**config.mk**
```make
export PLATFORM = sky130hd
export DESIGN_NAME = adel_logger
export DESIGN_NICKNAME = d
export VERILOG_FILES = /design/src/verilog/adel_pkg.sv /design/src/verilog/adel_logger.sv
export SDC_FILE = /design/constraint.sdc
export NUM_CORES = 2
export LEC_CHECK = 0
export BUFFER_PORTS_ARGS = -buffer_cell sky130_fd_sc_hd__buf_2
export CORE_MARGIN = 8
export CORE_UTILIZATION = 65
export CTS_BUF_LIST = sky130_fd_sc_hd__clkbuf_8
export DETAILED_ROUTE_END_ITERATION = 10
export GPL_ROUTABILITY_DRIVEN = 0
export PLACE_DENSITY = 0.88
export SYNTH_ARGS = -nofsm -noshare
export SYNTH_HDL_FRONTEND = slang
export SYNTH_MEMORY_MAX_BITS = 65536
export SYNTH_SLANG_ARGS = --single-unit
```
**constraint.sdc**
```tcl
create_clock -name clk_sys -period 30.1 [get_ports clk_sys]
set_clock_uncertainty 0.05 [all_clocks]
set_input_delay 6.02 -clock clk_sys [delete_from_list [all_inputs] [get_ports clk_sys]]
set_output_delay 6.02 -clock clk_sys [all_outputs]
set_load 0.005 [all_outputs]
```
**src/verilog/adel_pkg.sv**
```systemverilog
// Purpose: constants shared by the decode error logger register bank
// Assumes: byte offsets on the csr port, one 32-bit word per register
// Notes:   all offsets, field positions and reset values live here
package adel_pkg;
  // csr byte offsets
  localparam logic [8:0]  OFS_STATUS      = 9'h000; // overflow and pending status
  localparam logic [8:0]  OFS_RD_ATTR     = 9'h100; // read log attributes
  localparam logic [8:0]  OFS_RD_ID       = 9'h104; // read log master id
  localparam logic [8:0]  OFS_RD_ADDR_LO  = 9'h108; // read log address low
  localparam logic [8:0]  OFS_WR_ATTR     = 9'h190; // write log attributes
  localparam logic [8:0]  OFS_WR_ID       = 9'h194; // write log master id
  localparam logic [8:0]  OFS_WR_ADDR_LO  = 9'h198; // write log address low
  localparam logic [8:0]  OFS_WR_ADDR_HI  = 9'h19C; // write log address high
  localparam logic [8:0]  OFS_WR_DATA0    = 9'h1A0; // write data 31:0
  localparam logic [8:0]  OFS_WR_DATA1    = 9'h1A4; // write data 63:32
  localparam logic [8:0]  OFS_WR_DATA2    = 9'h1A8; // write data 95:64
  localparam logic [8:0]  OFS_WR_DATA3    = 9'h1AC; // write data 127:96
  // status word bit positions
  localparam int          ST_RD_OVF_BIT   = 3;      // read overflow, w1c
  localparam int          ST_WR_OVF_BIT   = 2;      // write overflow, w1c
  localparam int          ST_RD_PEND_BIT  = 1;      // read log not empty, ro
  localparam int          ST_WR_PEND_BIT  = 0;      // write log not empty, ro
  // attribute word field positions
  localparam int          AT_BURST_LSB    = 11;     // burst type 12:11
  localparam int          AT_LEN_LSB      = 7;      // burst length 10:7
  localparam int          AT_SIZE_LSB     = 4;      // burst size 6:4
  localparam int          AT_PROT_LSB     = 1;      // protection 3:1
  localparam int          AT_VALID_BIT    = 0;      // entry valid
  // reset values and response code
  localparam logic [31:0] RST_WORD        = 32'h0000_0000; // every register resets to 0
  localparam logic [1:0]  RESP_DECERR     = 2'h3;   // axi decode error
  localparam logic [1:0]  RESP_OKAY       = 2'h0;   // idle response value
  localparam int          CSR_RD_LATENCY  = 1;      // fixed read latency in cycles
endpackage
```
**src/verilog/adel_logger.sv**
```systemverilog
// Purpose: error log register bank of an axi decode error slave
// Assumes: violation strobes come from the error slave's channel logic
// Notes:   separate read and write log fifos, csr port of fixed latency
//
// Operation
// - read log meaningful only while interrupt set
// - attribute bits 12:11 burst type, 31:13 zero
// - attribute bits 10:7 hold burst length
// - attribute bits 6:4 hold burst size
// - attribute bits 3:1 hold protection value
// - bit 0 valid, clears with interrupt
// - master id at 0x104 and 0x194
// - read address low word at 0x108
// - write address low word at 0x198
// - write address high word at 0x19C
// - 0x1A0 data low; retires when 32-bit
// - 0x1A4 returns write data 63:32
// - 0x1A8 returns write data 95:64
// - 0x1AC data 127:96, read retires entry
// - violation: decode error; log push and interrupt when csrEnable and log not full
// - full fifo sets w1c overflow bit
// - interrupt holds while log holds entries
// - csr slave, read latency one cycle
`timescale 1ns/1ps
module adel_logger #(
  parameter int ID_W   = 8,   // master id width
  parameter int ADDR_W = 64,  // axi address width
  parameter int DATA_W = 128, // axi data width
  parameter int DEPTH  = 16   // entries per log
) (
  input  wire logic              clk_sys,
  input  wire logic              sys_rst,
  input  wire logic              csrEnable,
  input  wire logic              rdViolValid,
  input  wire logic [1:0]        rdViolBurst,
  input  wire logic [3:0]        rdViolLen,
  input  wire logic [2:0]        rdViolSize,
  input  wire logic [2:0]        rdViolProt,
  input  wire logic [ID_W-1:0]   rdViolId,
  input  wire logic [ADDR_W-1:0] rdViolAddr,
  input  wire logic              wrViolValid,
  input  wire logic [1:0]        wrViolBurst,
  input  wire logic [3:0]        wrViolLen,
  input  wire logic [2:0]        wrViolSize,
  input  wire logic [2:0]        wrViolProt,
  input  wire logic [ID_W-1:0]   wrViolId,
  input  wire logic [ADDR_W-1:0] wrViolAddr,
  input  wire logic [DATA_W-1:0] wrViolData,
  input  wire logic [8:0]        address,
  input  wire logic              read,
  input  wire logic              write,
  input  wire logic [31:0]       writedata,
  output logic [31:0]            readdata,
  output logic                   readdatavalid,
  output logic                   rdRespValid,
  output logic [1:0]             rdResp,
  output logic                   wrRespValid,
  output logic [1:0]             wrResp,
  output logic                   irqRead,
  output logic                   irqWrite
);
  localparam int PTR_W = (DEPTH > 1) ? $clog2(DEPTH) : 1; // pointer width
  localparam int CNT_W = $clog2(DEPTH + 1);               // count width

  // refuse widths the datapath cannot serve
  if (ID_W < 1 || ID_W > 32 || ADDR_W < 8 || ADDR_W > 64 || DEPTH < 1 || DEPTH > 16 ||
      !(DATA_W == 32 || DATA_W == 64 || DATA_W == 128)) begin : gBadParam
    $error("adel_logger: unsupported parameter value");
  end

  // wrap-around pointer advance
  function automatic logic [PTR_W-1:0] nextPtr(input logic [PTR_W-1:0] p);
    nextPtr = (p == PTR_W'(DEPTH - 1)) ? '0 : p + PTR_W'(1);
  endfunction

  // build an attribute word from the logged fields
  function automatic logic [31:0] packAttr(input logic [1:0] b, input logic [3:0] l,
                                           input logic [2:0] s, input logic [2:0] p,
                                           input logic v);
    packAttr = adel_pkg::RST_WORD;                          // reserved 31:13 stay zero
    packAttr[adel_pkg::AT_BURST_LSB +: 2] = b;              // burst type
    packAttr[adel_pkg::AT_LEN_LSB +: 4]   = l;              // burst length
    packAttr[adel_pkg::AT_SIZE_LSB +: 3]  = s;              // burst size
    packAttr[adel_pkg::AT_PROT_LSB +: 3]  = p;              // protection
    packAttr[adel_pkg::AT_VALID_BIT]      = v;              // entry valid
  endfunction

  // log storage, one fifo per direction
  logic [11:0]       rdAttrMem [DEPTH];  // burst, len, size, prot of read
  logic [ID_W-1:0]   rdIdMem   [DEPTH];  // read master ids
  logic [ADDR_W-1:0] rdAddrMem [DEPTH];  // read addresses
  logic [11:0]       wrAttrMem [DEPTH];  // attributes of write
  logic [ID_W-1:0]   wrIdMem   [DEPTH];  // write master ids
  logic [ADDR_W-1:0] wrAddrMem [DEPTH];  // write addresses
  logic [DATA_W-1:0] wrDataMem [DEPTH];  // write data

  logic [PTR_W-1:0] rdHead_r;            // oldest read entry
  logic [PTR_W-1:0] rdTail_r;            // next free read slot
  logic [CNT_W-1:0] rdCount_r;           // read entries held
  logic [PTR_W-1:0] wrHead_r;            // oldest write entry
  logic [PTR_W-1:0] wrTail_r;            // next free write slot
  logic [CNT_W-1:0] wrCount_r;           // write entries held
  logic             rdOvf_r;             // read overflow sticky
  logic             wrOvf_r;             // write overflow sticky

  logic rdFull;                          // read log full
  logic wrFull;                          // write log full
  logic rdPush;                          // read entry accepted
  logic wrPush;                          // write entry accepted
  logic rdPop;                           // read entry retired
  logic wrPop;                           // write entry retired
  logic rdNotEmpty;                      // read log holds an entry
  logic wrNotEmpty;                      // write log holds an entry
  logic [127:0]      wrHeadData;         // head write data, zero extended
  logic [63:0]       wrHeadAddr;         // head write address, zero extended
  logic [63:0]       rdHeadAddr;         // head read address, zero extended
  logic [11:0]       rdHeadAttr;         // head read attributes, packed
  logic [31:0]       rdMux;              // selected csr word

  // fifo status and push / pop decisions
  always_comb begin
    rdFull     = (rdCount_r == CNT_W'(DEPTH));
    wrFull     = (wrCount_r == CNT_W'(DEPTH));
    rdNotEmpty = (rdCount_r != '0);
    wrNotEmpty = (wrCount_r != '0);
    rdPush     = csrEnable && rdViolValid && !rdFull;
    wrPush     = csrEnable && wrViolValid && !wrFull;
    rdPop      = read && (address == adel_pkg::OFS_RD_ADDR_LO) && rdNotEmpty;
    wrPop      = read && wrNotEmpty &&
                 ((address == adel_pkg::OFS_WR_DATA3) ||
                  (DATA_W == 32 && address == adel_pkg::OFS_WR_DATA0));
  end

  // read log pointers and count
  always_ff @(posedge clk_sys) begin
    if (sys_rst) begin
      rdHead_r  <= '0;
      rdTail_r  <= '0;
      rdCount_r <= '0;
    end else begin
      if (rdPush) begin
        rdTail_r <= nextPtr(rdTail_r);
      end
      if (rdPop) begin
        rdHead_r <= nextPtr(rdHead_r);
      end
      if (rdPush && !rdPop) begin
        rdCount_r <= rdCount_r + CNT_W'(1);
      end else if (rdPop && !rdPush) begin
        rdCount_r <= rdCount_r - CNT_W'(1);
      end
    end
  end

  // write log pointers and count
  always_ff @(posedge clk_sys) begin
    if (sys_rst) begin
      wrHead_r  <= '0;
      wrTail_r  <= '0;
      wrCount_r <= '0;
    end else begin
      if (wrPush) begin
        wrTail_r <= nextPtr(wrTail_r);
      end
      if (wrPop) begin
        wrHead_r <= nextPtr(wrHead_r);
      end
      if (wrPush && !wrPop) begin
        wrCount_r <= wrCount_r + CNT_W'(1);
      end else if (wrPop && !wrPush) begin
        wrCount_r <= wrCount_r - CNT_W'(1);
      end
    end
  end

  // log storage writes, no reset needed on the arrays
  always_ff @(posedge clk_sys) begin
    if (rdPush) begin
      rdAttrMem[rdTail_r] <= {rdViolBurst, rdViolLen, rdViolSize, rdViolProt};
      rdIdMem[rdTail_r]   <= rdViolId;
      rdAddrMem[rdTail_r] <= rdViolAddr;
    end
    if (wrPush) begin
      wrAttrMem[wrTail_r] <= {wrViolBurst, wrViolLen, wrViolSize, wrViolProt};
      wrIdMem[wrTail_r]   <= wrViolId;
      wrAddrMem[wrTail_r] <= wrViolAddr;
      wrDataMem[wrTail_r] <= wrViolData;
    end
  end

  // overflow stickies, a new overflow beats a same-cycle clear
  always_ff @(posedge clk_sys) begin
    if (sys_rst) begin
      rdOvf_r <= 1'b0;
      wrOvf_r <= 1'b0;
    end else begin
      if (csrEnable && rdViolValid && rdFull) begin
        rdOvf_r <= 1'b1;
      end else if (write && address == adel_pkg::OFS_STATUS &&
                   writedata[adel_pkg::ST_RD_OVF_BIT]) begin
        rdOvf_r <= 1'b0;
      end
      if (csrEnable && wrViolValid && wrFull) begin
        wrOvf_r <= 1'b1;
      end else if (write && address == adel_pkg::OFS_STATUS &&
                   writedata[adel_pkg::ST_WR_OVF_BIT]) begin
        wrOvf_r <= 1'b0;
      end
    end
  end

  // decode error answer to every violating cycle
  always_ff @(posedge clk_sys) begin
    if (sys_rst) begin
      rdRespValid <= 1'b0;
      rdResp      <= adel_pkg::RESP_OKAY;
      wrRespValid <= 1'b0;
      wrResp      <= adel_pkg::RESP_OKAY;
    end else begin
      rdRespValid <= rdViolValid;
      rdResp      <= rdViolValid ? adel_pkg::RESP_DECERR : adel_pkg::RESP_OKAY;
      wrRespValid <= wrViolValid;
      wrResp      <= wrViolValid ? adel_pkg::RESP_DECERR : adel_pkg::RESP_OKAY;
    end
  end

  // interrupt levels follow the next fill state of each log
  always_ff @(posedge clk_sys) begin
    if (sys_rst) begin
      irqRead  <= 1'b0;
      irqWrite <= 1'b0;
    end else begin
      irqRead  <= rdPush || (rdNotEmpty && !(rdPop && rdCount_r == CNT_W'(1)));
      irqWrite <= wrPush || (wrNotEmpty && !(wrPop && wrCount_r == CNT_W'(1)));
    end
  end

  // zero-extend head fields to full register width
  always_comb begin
    wrHeadData = 128'(wrDataMem[wrHead_r]);
    wrHeadAddr = 64'(wrAddrMem[wrHead_r]);
    rdHeadAddr = 64'(rdAddrMem[rdHead_r]);
    rdHeadAttr = rdAttrMem[rdHead_r];
  end

  // csr read selection; empty logs read as all zero
  always_comb begin
    rdMux = adel_pkg::RST_WORD;
    case (address)
      adel_pkg::OFS_STATUS: begin
        rdMux[adel_pkg::ST_RD_OVF_BIT]  = rdOvf_r;
        rdMux[adel_pkg::ST_WR_OVF_BIT]  = wrOvf_r;
        rdMux[adel_pkg::ST_RD_PEND_BIT] = rdNotEmpty;
        rdMux[adel_pkg::ST_WR_PEND_BIT] = wrNotEmpty;
      end
      adel_pkg::OFS_RD_ATTR: begin
        if (rdNotEmpty) begin
          rdMux = packAttr(rdHeadAttr[11:10], rdHeadAttr[9:6], rdHeadAttr[5:3],
                           rdHeadAttr[2:0], 1'b1);
        end
      end
      adel_pkg::OFS_RD_ID: begin
        if (rdNotEmpty) begin
          rdMux = 32'(rdIdMem[rdHead_r]);
        end
      end
      adel_pkg::OFS_RD_ADDR_LO: begin
        if (rdNotEmpty) begin
          rdMux = rdHeadAddr[31:0];
        end
      end
      adel_pkg::OFS_WR_ATTR: begin
        if (wrNotEmpty) begin
          rdMux = packAttr(wrAttrMem[wrHead_r][11:10], wrAttrMem[wrHead_r][9:6],
                           wrAttrMem[wrHead_r][5:3], wrAttrMem[wrHead_r][2:0], 1'b1);
        end
      end
      adel_pkg::OFS_WR_ID: begin
        if (wrNotEmpty) begin
          rdMux = 32'(wrIdMem[wrHead_r]);
        end
      end
      adel_pkg::OFS_WR_ADDR_LO: rdMux = wrNotEmpty ? wrHeadAddr[31:0] : '0;
      adel_pkg::OFS_WR_ADDR_HI: rdMux = wrNotEmpty ? wrHeadAddr[63:32] : '0;
      adel_pkg::OFS_WR_DATA0:   rdMux = wrNotEmpty ? wrHeadData[31:0] : '0;
      adel_pkg::OFS_WR_DATA1:   rdMux = wrNotEmpty ? wrHeadData[63:32] : '0;
      adel_pkg::OFS_WR_DATA2:   rdMux = wrNotEmpty ? wrHeadData[95:64] : '0;
      adel_pkg::OFS_WR_DATA3:   rdMux = wrNotEmpty ? wrHeadData[127:96] : '0;
      default:                  rdMux = adel_pkg::RST_WORD;                    // unmapped
    endcase
  end

  // registered read answer, one cycle after the request
  always_ff @(posedge clk_sys) begin
    if (sys_rst) begin
      readdata      <= adel_pkg::RST_WORD;
      readdatavalid <= 1'b0;
    end else begin
      readdatavalid <= read;
      if (read) begin
        readdata <= rdMux;
      end
    end
  end

  // checks on the log behaviour
  AST_RD_LATENCY: assert property (@(posedge clk_sys) disable iff (sys_rst)
    read |=> readdatavalid ##1 (readdatavalid == $past(read)))
    else $error("read answer not one cycle after request");
  AST_RD_ATTR_WORD: assert property (@(posedge clk_sys) disable iff (sys_rst)
    (read && address == adel_pkg::OFS_RD_ATTR && rdNotEmpty) |=>
      (readdata == {19'h0_0000, $past(rdHeadAttr), 1'b1}))
    else $error("read attribute word fields wrong");
  AST_VALID_EMPTY: assert property (@(posedge clk_sys) disable iff (sys_rst)
    (read && address == adel_pkg::OFS_WR_ATTR && !wrNotEmpty) |=> readdata == 32'h0000_0000)
    else $error("write log valid bit set with empty log");
  AST_RD_PUSH: assert property (@(posedge clk_sys) disable iff (sys_rst)
    (rdPush && !rdPop) |=> rdCount_r == $past(rdCount_r) + CNT_W'(1) ##0 irqRead)
    else $error("accepted read violation not logged");
  AST_RD_RETIRE: assert property (@(posedge clk_sys) disable iff (sys_rst)
    (read && address == adel_pkg::OFS_RD_ADDR_LO && rdNotEmpty && !rdPush) |=>
      rdCount_r == $past(rdCount_r) - CNT_W'(1))
    else $error("read log entry not retired by address read");
  AST_WR_RETIRE: assert property (@(posedge clk_sys) disable iff (sys_rst)
    (read && address == adel_pkg::OFS_WR_DATA3 && wrNotEmpty && !wrPush) |=>
      wrCount_r == $past(wrCount_r) - CNT_W'(1))
    else $error("write log entry not retired by last data read");
  AST_OVF_SET: assert property (@(posedge clk_sys) disable iff (sys_rst)
    (csrEnable && wrViolValid && wrFull) |=> wrOvf_r ##1 (wrOvf_r || $past(write)))
    else $error("write overflow not flagged");
  AST_IRQ_HOLD: assert property (@(posedge clk_sys) disable iff (sys_rst)
    (rdCount_r > CNT_W'(1)) |=> irqRead)
    else $error("read interrupt dropped with entries left");
  AST_DECERR: assert property (@(posedge clk_sys) disable iff (sys_rst)
    wrViolValid |=> (wrRespValid && wrResp == adel_pkg::RESP_DECERR))
    else $error("write violation not answered with decode error");

  COV_RD_LOG_READ: cover property (@(posedge clk_sys) disable iff (sys_rst)
    rdPush ##[1:4] rdPop);
  COV_WR_FULL_OVF: cover property (@(posedge clk_sys) disable iff (sys_rst)
    wrFull && wrViolValid && csrEnable);
  COV_PUSH_POP: cover property (@(posedge clk_sys) disable iff (sys_rst)
    rdPush && rdPop);
endmodule

```
==> results.sh <==
export IMPL_status="finished with violations"
export IMPL_violations="max-capacitance violations, max-slew violations"
export IMPL_grt_max_degree=124
export IMPL_syn_avg_cell_area_sq_um=23.7
export IMPL_hold_path_class="reg -> reg"
export IMPL_timing_final_crit_share=0.355
export IMPL_cts_clk_slew_worst_paths_ns=0.06
export IMPL_worst_slew_pin_slew_ns=1.54
export IMPL_path_class="in -> reg"
export IMPL_tns_ns=0
export IMPL_rr_worst_depth=10
export IMPL_holdCritStartpoint="readdata[25]"
export IMPL_path_cells="buf_2 > nand2_1 > nor2_1 > nand2_1 > nor3_2 > buf_4 > buf_12 > buf_4"
export IMPL_cp_slowest_cell="nor3_2"
export IMPL_postCtsSetupRepairBufs=0
export IMPL_ys_ff_latch=4297
export IMPL_wl_per_cell_um=40.0
export IMPL_h_tree_depth=6
export IMPL_final_area_sq_um=180000
export IMPL_synthTopCellsByCount="edfxtp_1 (4224), mux4_2 (1151), a22oi_1 (190)"
export IMPL_dp_hpwl_mm=248
export IMPL_finalNetCount=7979
export IMPL_power_density_nw_per_um2=62.2
export IMPL_clock_sinks=4297
export IMPL_hold_depth=1
export IMPL_drtIter0Drc=15300
export IMPL_syn_cell_area_sq_um=163000
export IMPL_num_rows=184
export IMPL_async_flop_share=0
export IMPL_cts_path_max_buffers=4
export IMPL_required_ns=30.74
export IMPL_clock_latency_ns=1.15
export IMPL_track_usage=0.337
export IMPL_die_y_um=517
export IMPL_die_x_um=517
export IMPL_cp_max_fo=110
export IMPL_ir_drop_mv=0.0579
export IMPL_maxSlewViolCount=2
export IMPL_regToRegEndpoint="readdata[30]"
export IMPL_ys_warn_count=0
export IMPL_synth_ff_type="edfxtp_1"
export IMPL_num_vias=85400
export IMPL_cp_top_family="buffers and inverters"
export IMPL_root_buffer="clkbuf_8"
export IMPL_ios=385
export IMPL_leakagePower_nw=55.0
export IMPL_routed_wirelength_mm=463
export IMPL_drtPass1Iterations=6
export IMPL_netlist_area_leader_share=0.778
export IMPL_synthMostInstantiatedCell="edfxtp_1"
export IMPL_ys_types=63
export IMPL_grt_overflow=0
export IMPL_die_area_sq_um=267000
export IMPL_cp_num_buf_inv=4
export IMPL_ctsHoldBuffers=0
export IMPL_synth_largest_area_cell="edfxtp_1"
export IMPL_synth_edf_count=4224
export IMPL_fin_crit_ns=10.68
export IMPL_rsz0062_at_grt="false"
export IMPL_synth_seq_area_share=0.786
export IMPL_crit_arrival_ns=11.32
export IMPL_place_area_sq_um=169000
export IMPL_antenna_found_initial=143
export IMPL_synth_net_count=7245
export IMPL_cap_violations=1
export IMPL_cts_inserted_buffers=643
export IMPL_drive_above_1_share=0.306
export IMPL_syn_inst=6881
export IMPL_post_cts_resized=0
export IMPL_routed_via_density=7.38
export IMPL_hold_violations=0
export IMPL_syn_to_final_growth_pct=10.6
export IMPL_ant_nets=0
export IMPL_min_to="readdata[25]"
export IMPL_r2r_setup_slack_ns=22.49
export IMPL_initial_utilization=0.651
export IMPL_slew_headroom=-0.0547
export IMPL_cts_tree="built"
export IMPL_core_sq_um=250000
export IMPL_drc=0
export IMPL_critPathCaptureType="flop"
export IMPL_yosys_top_cells_area="edfxtp_1 (78%), mux4_2 (16%), dfxtp_1 (0.90%)"
export IMPL_setup_violations=0
export IMPL_fmaxAchievable_mhz=93.6
export IMPL_grt_pass1_wl_mm=630
export IMPL_critical_path_max_stage_delay_ns=0.93
export IMPL_startpoint_type="input port"
export IMPL_io_buffers=322
export IMPL_grt_pass1_vias=85900
-- state kept, by name (all words and copies together), names as in the netlist, named ones only --
| name | cells |
|---|---|
| irqRead | 1 |
| irqWrite | 1 |
| rdAddrMem | 512 |
| rdAttrMem | 192 |
| rdCount_r | 5 |
| rdHead_r | 4 |
| rdIdMem | 128 |
| rdOvf_r | 1 |
| rdResp | 1 |
| rdTail_r | 4 |
| readdata | 32 |
| readdatavalid | 1 |
| wrAddrMem | 1024 |
| wrAttrMem | 192 |
| wrCount_r | 5 |
| wrDataMem | 2048 |
| wrHead_r | 4 |
| wrIdMem | 128 |
| wrOvf_r | 1 |
| wrResp | 1 |
| wrTail_r | 4 |
-- power breakdown --
group | internal [mW] | switching, mW | total, mW
logic | 0.0590 | 0.161 | 0.220
clock network | 2.13 | 2.25 | 4.38
registers | 6.61 | 0.0176 | 6.63
total | 8.80 | 2.43 | 11.2
-- layout by cell type (no fill, tap or decap), types with 65 or more instances in the layout --
| cell | count |
|---|---|
| clkinv_1 | 145 |
| a22oi_1 | 190 |
| diode_2 | 134 |
| mux2i_1 | 96 |
| inv_1 | 210 |
| nand2_1 | 65 |
| buf_4 | 131 |
| mux4_2 | 1151 |
| a21oi_1 | 151 |
| dfxtp_1 | 65 |
| edfxtp_1 | 4224 |
| a211oi_1 | 72 |
| clkbuf_8 | 667 |
| buf_2 | 322 |
-- per-stage QoR --
step	hold WS (ns)	power (mW)	instances	utilization	setup slack (ns)
2_1_floorplan	0.399	6.84	6881	-	8.04
3_3_place_gp	0.419	6.93	10300	0.674	18.89
3_5_place_dp	0.432	6.96	10300	0.674	18.74
4_1_cts	0.446	11.2	11400	0.719	19.87
5_1_grt	0.467	11.5	11500	0.720	19.63
6_report	0.451	11.2	11600	0.720	19.42
-- metal layers --
layer	global-route usage	vias to the layer above	routed length [um]
met1	0.396	43200	135000
met4	0.225	54	36600
met3	0.104	1912	64700
met2	0.541	8830	226000
li1	-	31400	-
met5	0	-	368
-- worst register-to-register path: stages, from the launching register on --
cell and delay [ns]:
dfxtp_4 1.08, buf_4 0.82, buf_4 0.87, buf_4 1.01, buf_4 0.87, mux4_2 0.67
mux4_2 0.54, a22oi_1 0.39, nand3_1 0.61, nand2_1 0.46, a21oi_1 0.11
-- cell families after synthesis --
kind of cell               Yosys count  share of synthesized area
buffers and inverters              394                     0.0116
DFF                               4297                      0.786
muxes                             1268                      0.166
adders and majority gates           20                    0.00153
xor gates and xnor gates            18                   0.000966
AOI/OAI and AO/OA                  536                     0.0221
and+or+nand+nor                    348                     0.0111
-- layout make-up --
type / count / area, sq um
Sequential cell: 4297 / 128000
Fill cell: 12600 / 70000
Multi-Input combinational cell: 2190 / 33300
Clock buffer: 667 / 9180
Tap cell: 3348 / 4190
Timing Repair Buffer: 471 / 2960
Clock inverter: 445 / 2160
Antenna cell: 134 / 335
Inverter: 12 / 45.0
-- how the worst max path moves through the flow --
stage,start,to,slack [ns],cells after the start
final,wrViolValid,wrDataMem[3][93],19.42,8
after global routing,csrEnable,wrDataMem[3][108],19.63,8
after CTS,wrViolValid,wrAddrMem[3][23],19.87,8
after detailed placement,csrEnable,wrAddrMem[3][50],18.74,8
after global placement,wrViolValid,wrAddrMem[3][50],18.89,8
after floorplan,wrViolValid,wrAddrMem[3][0],8.04,4
Power figures use the tool's default switching activity.
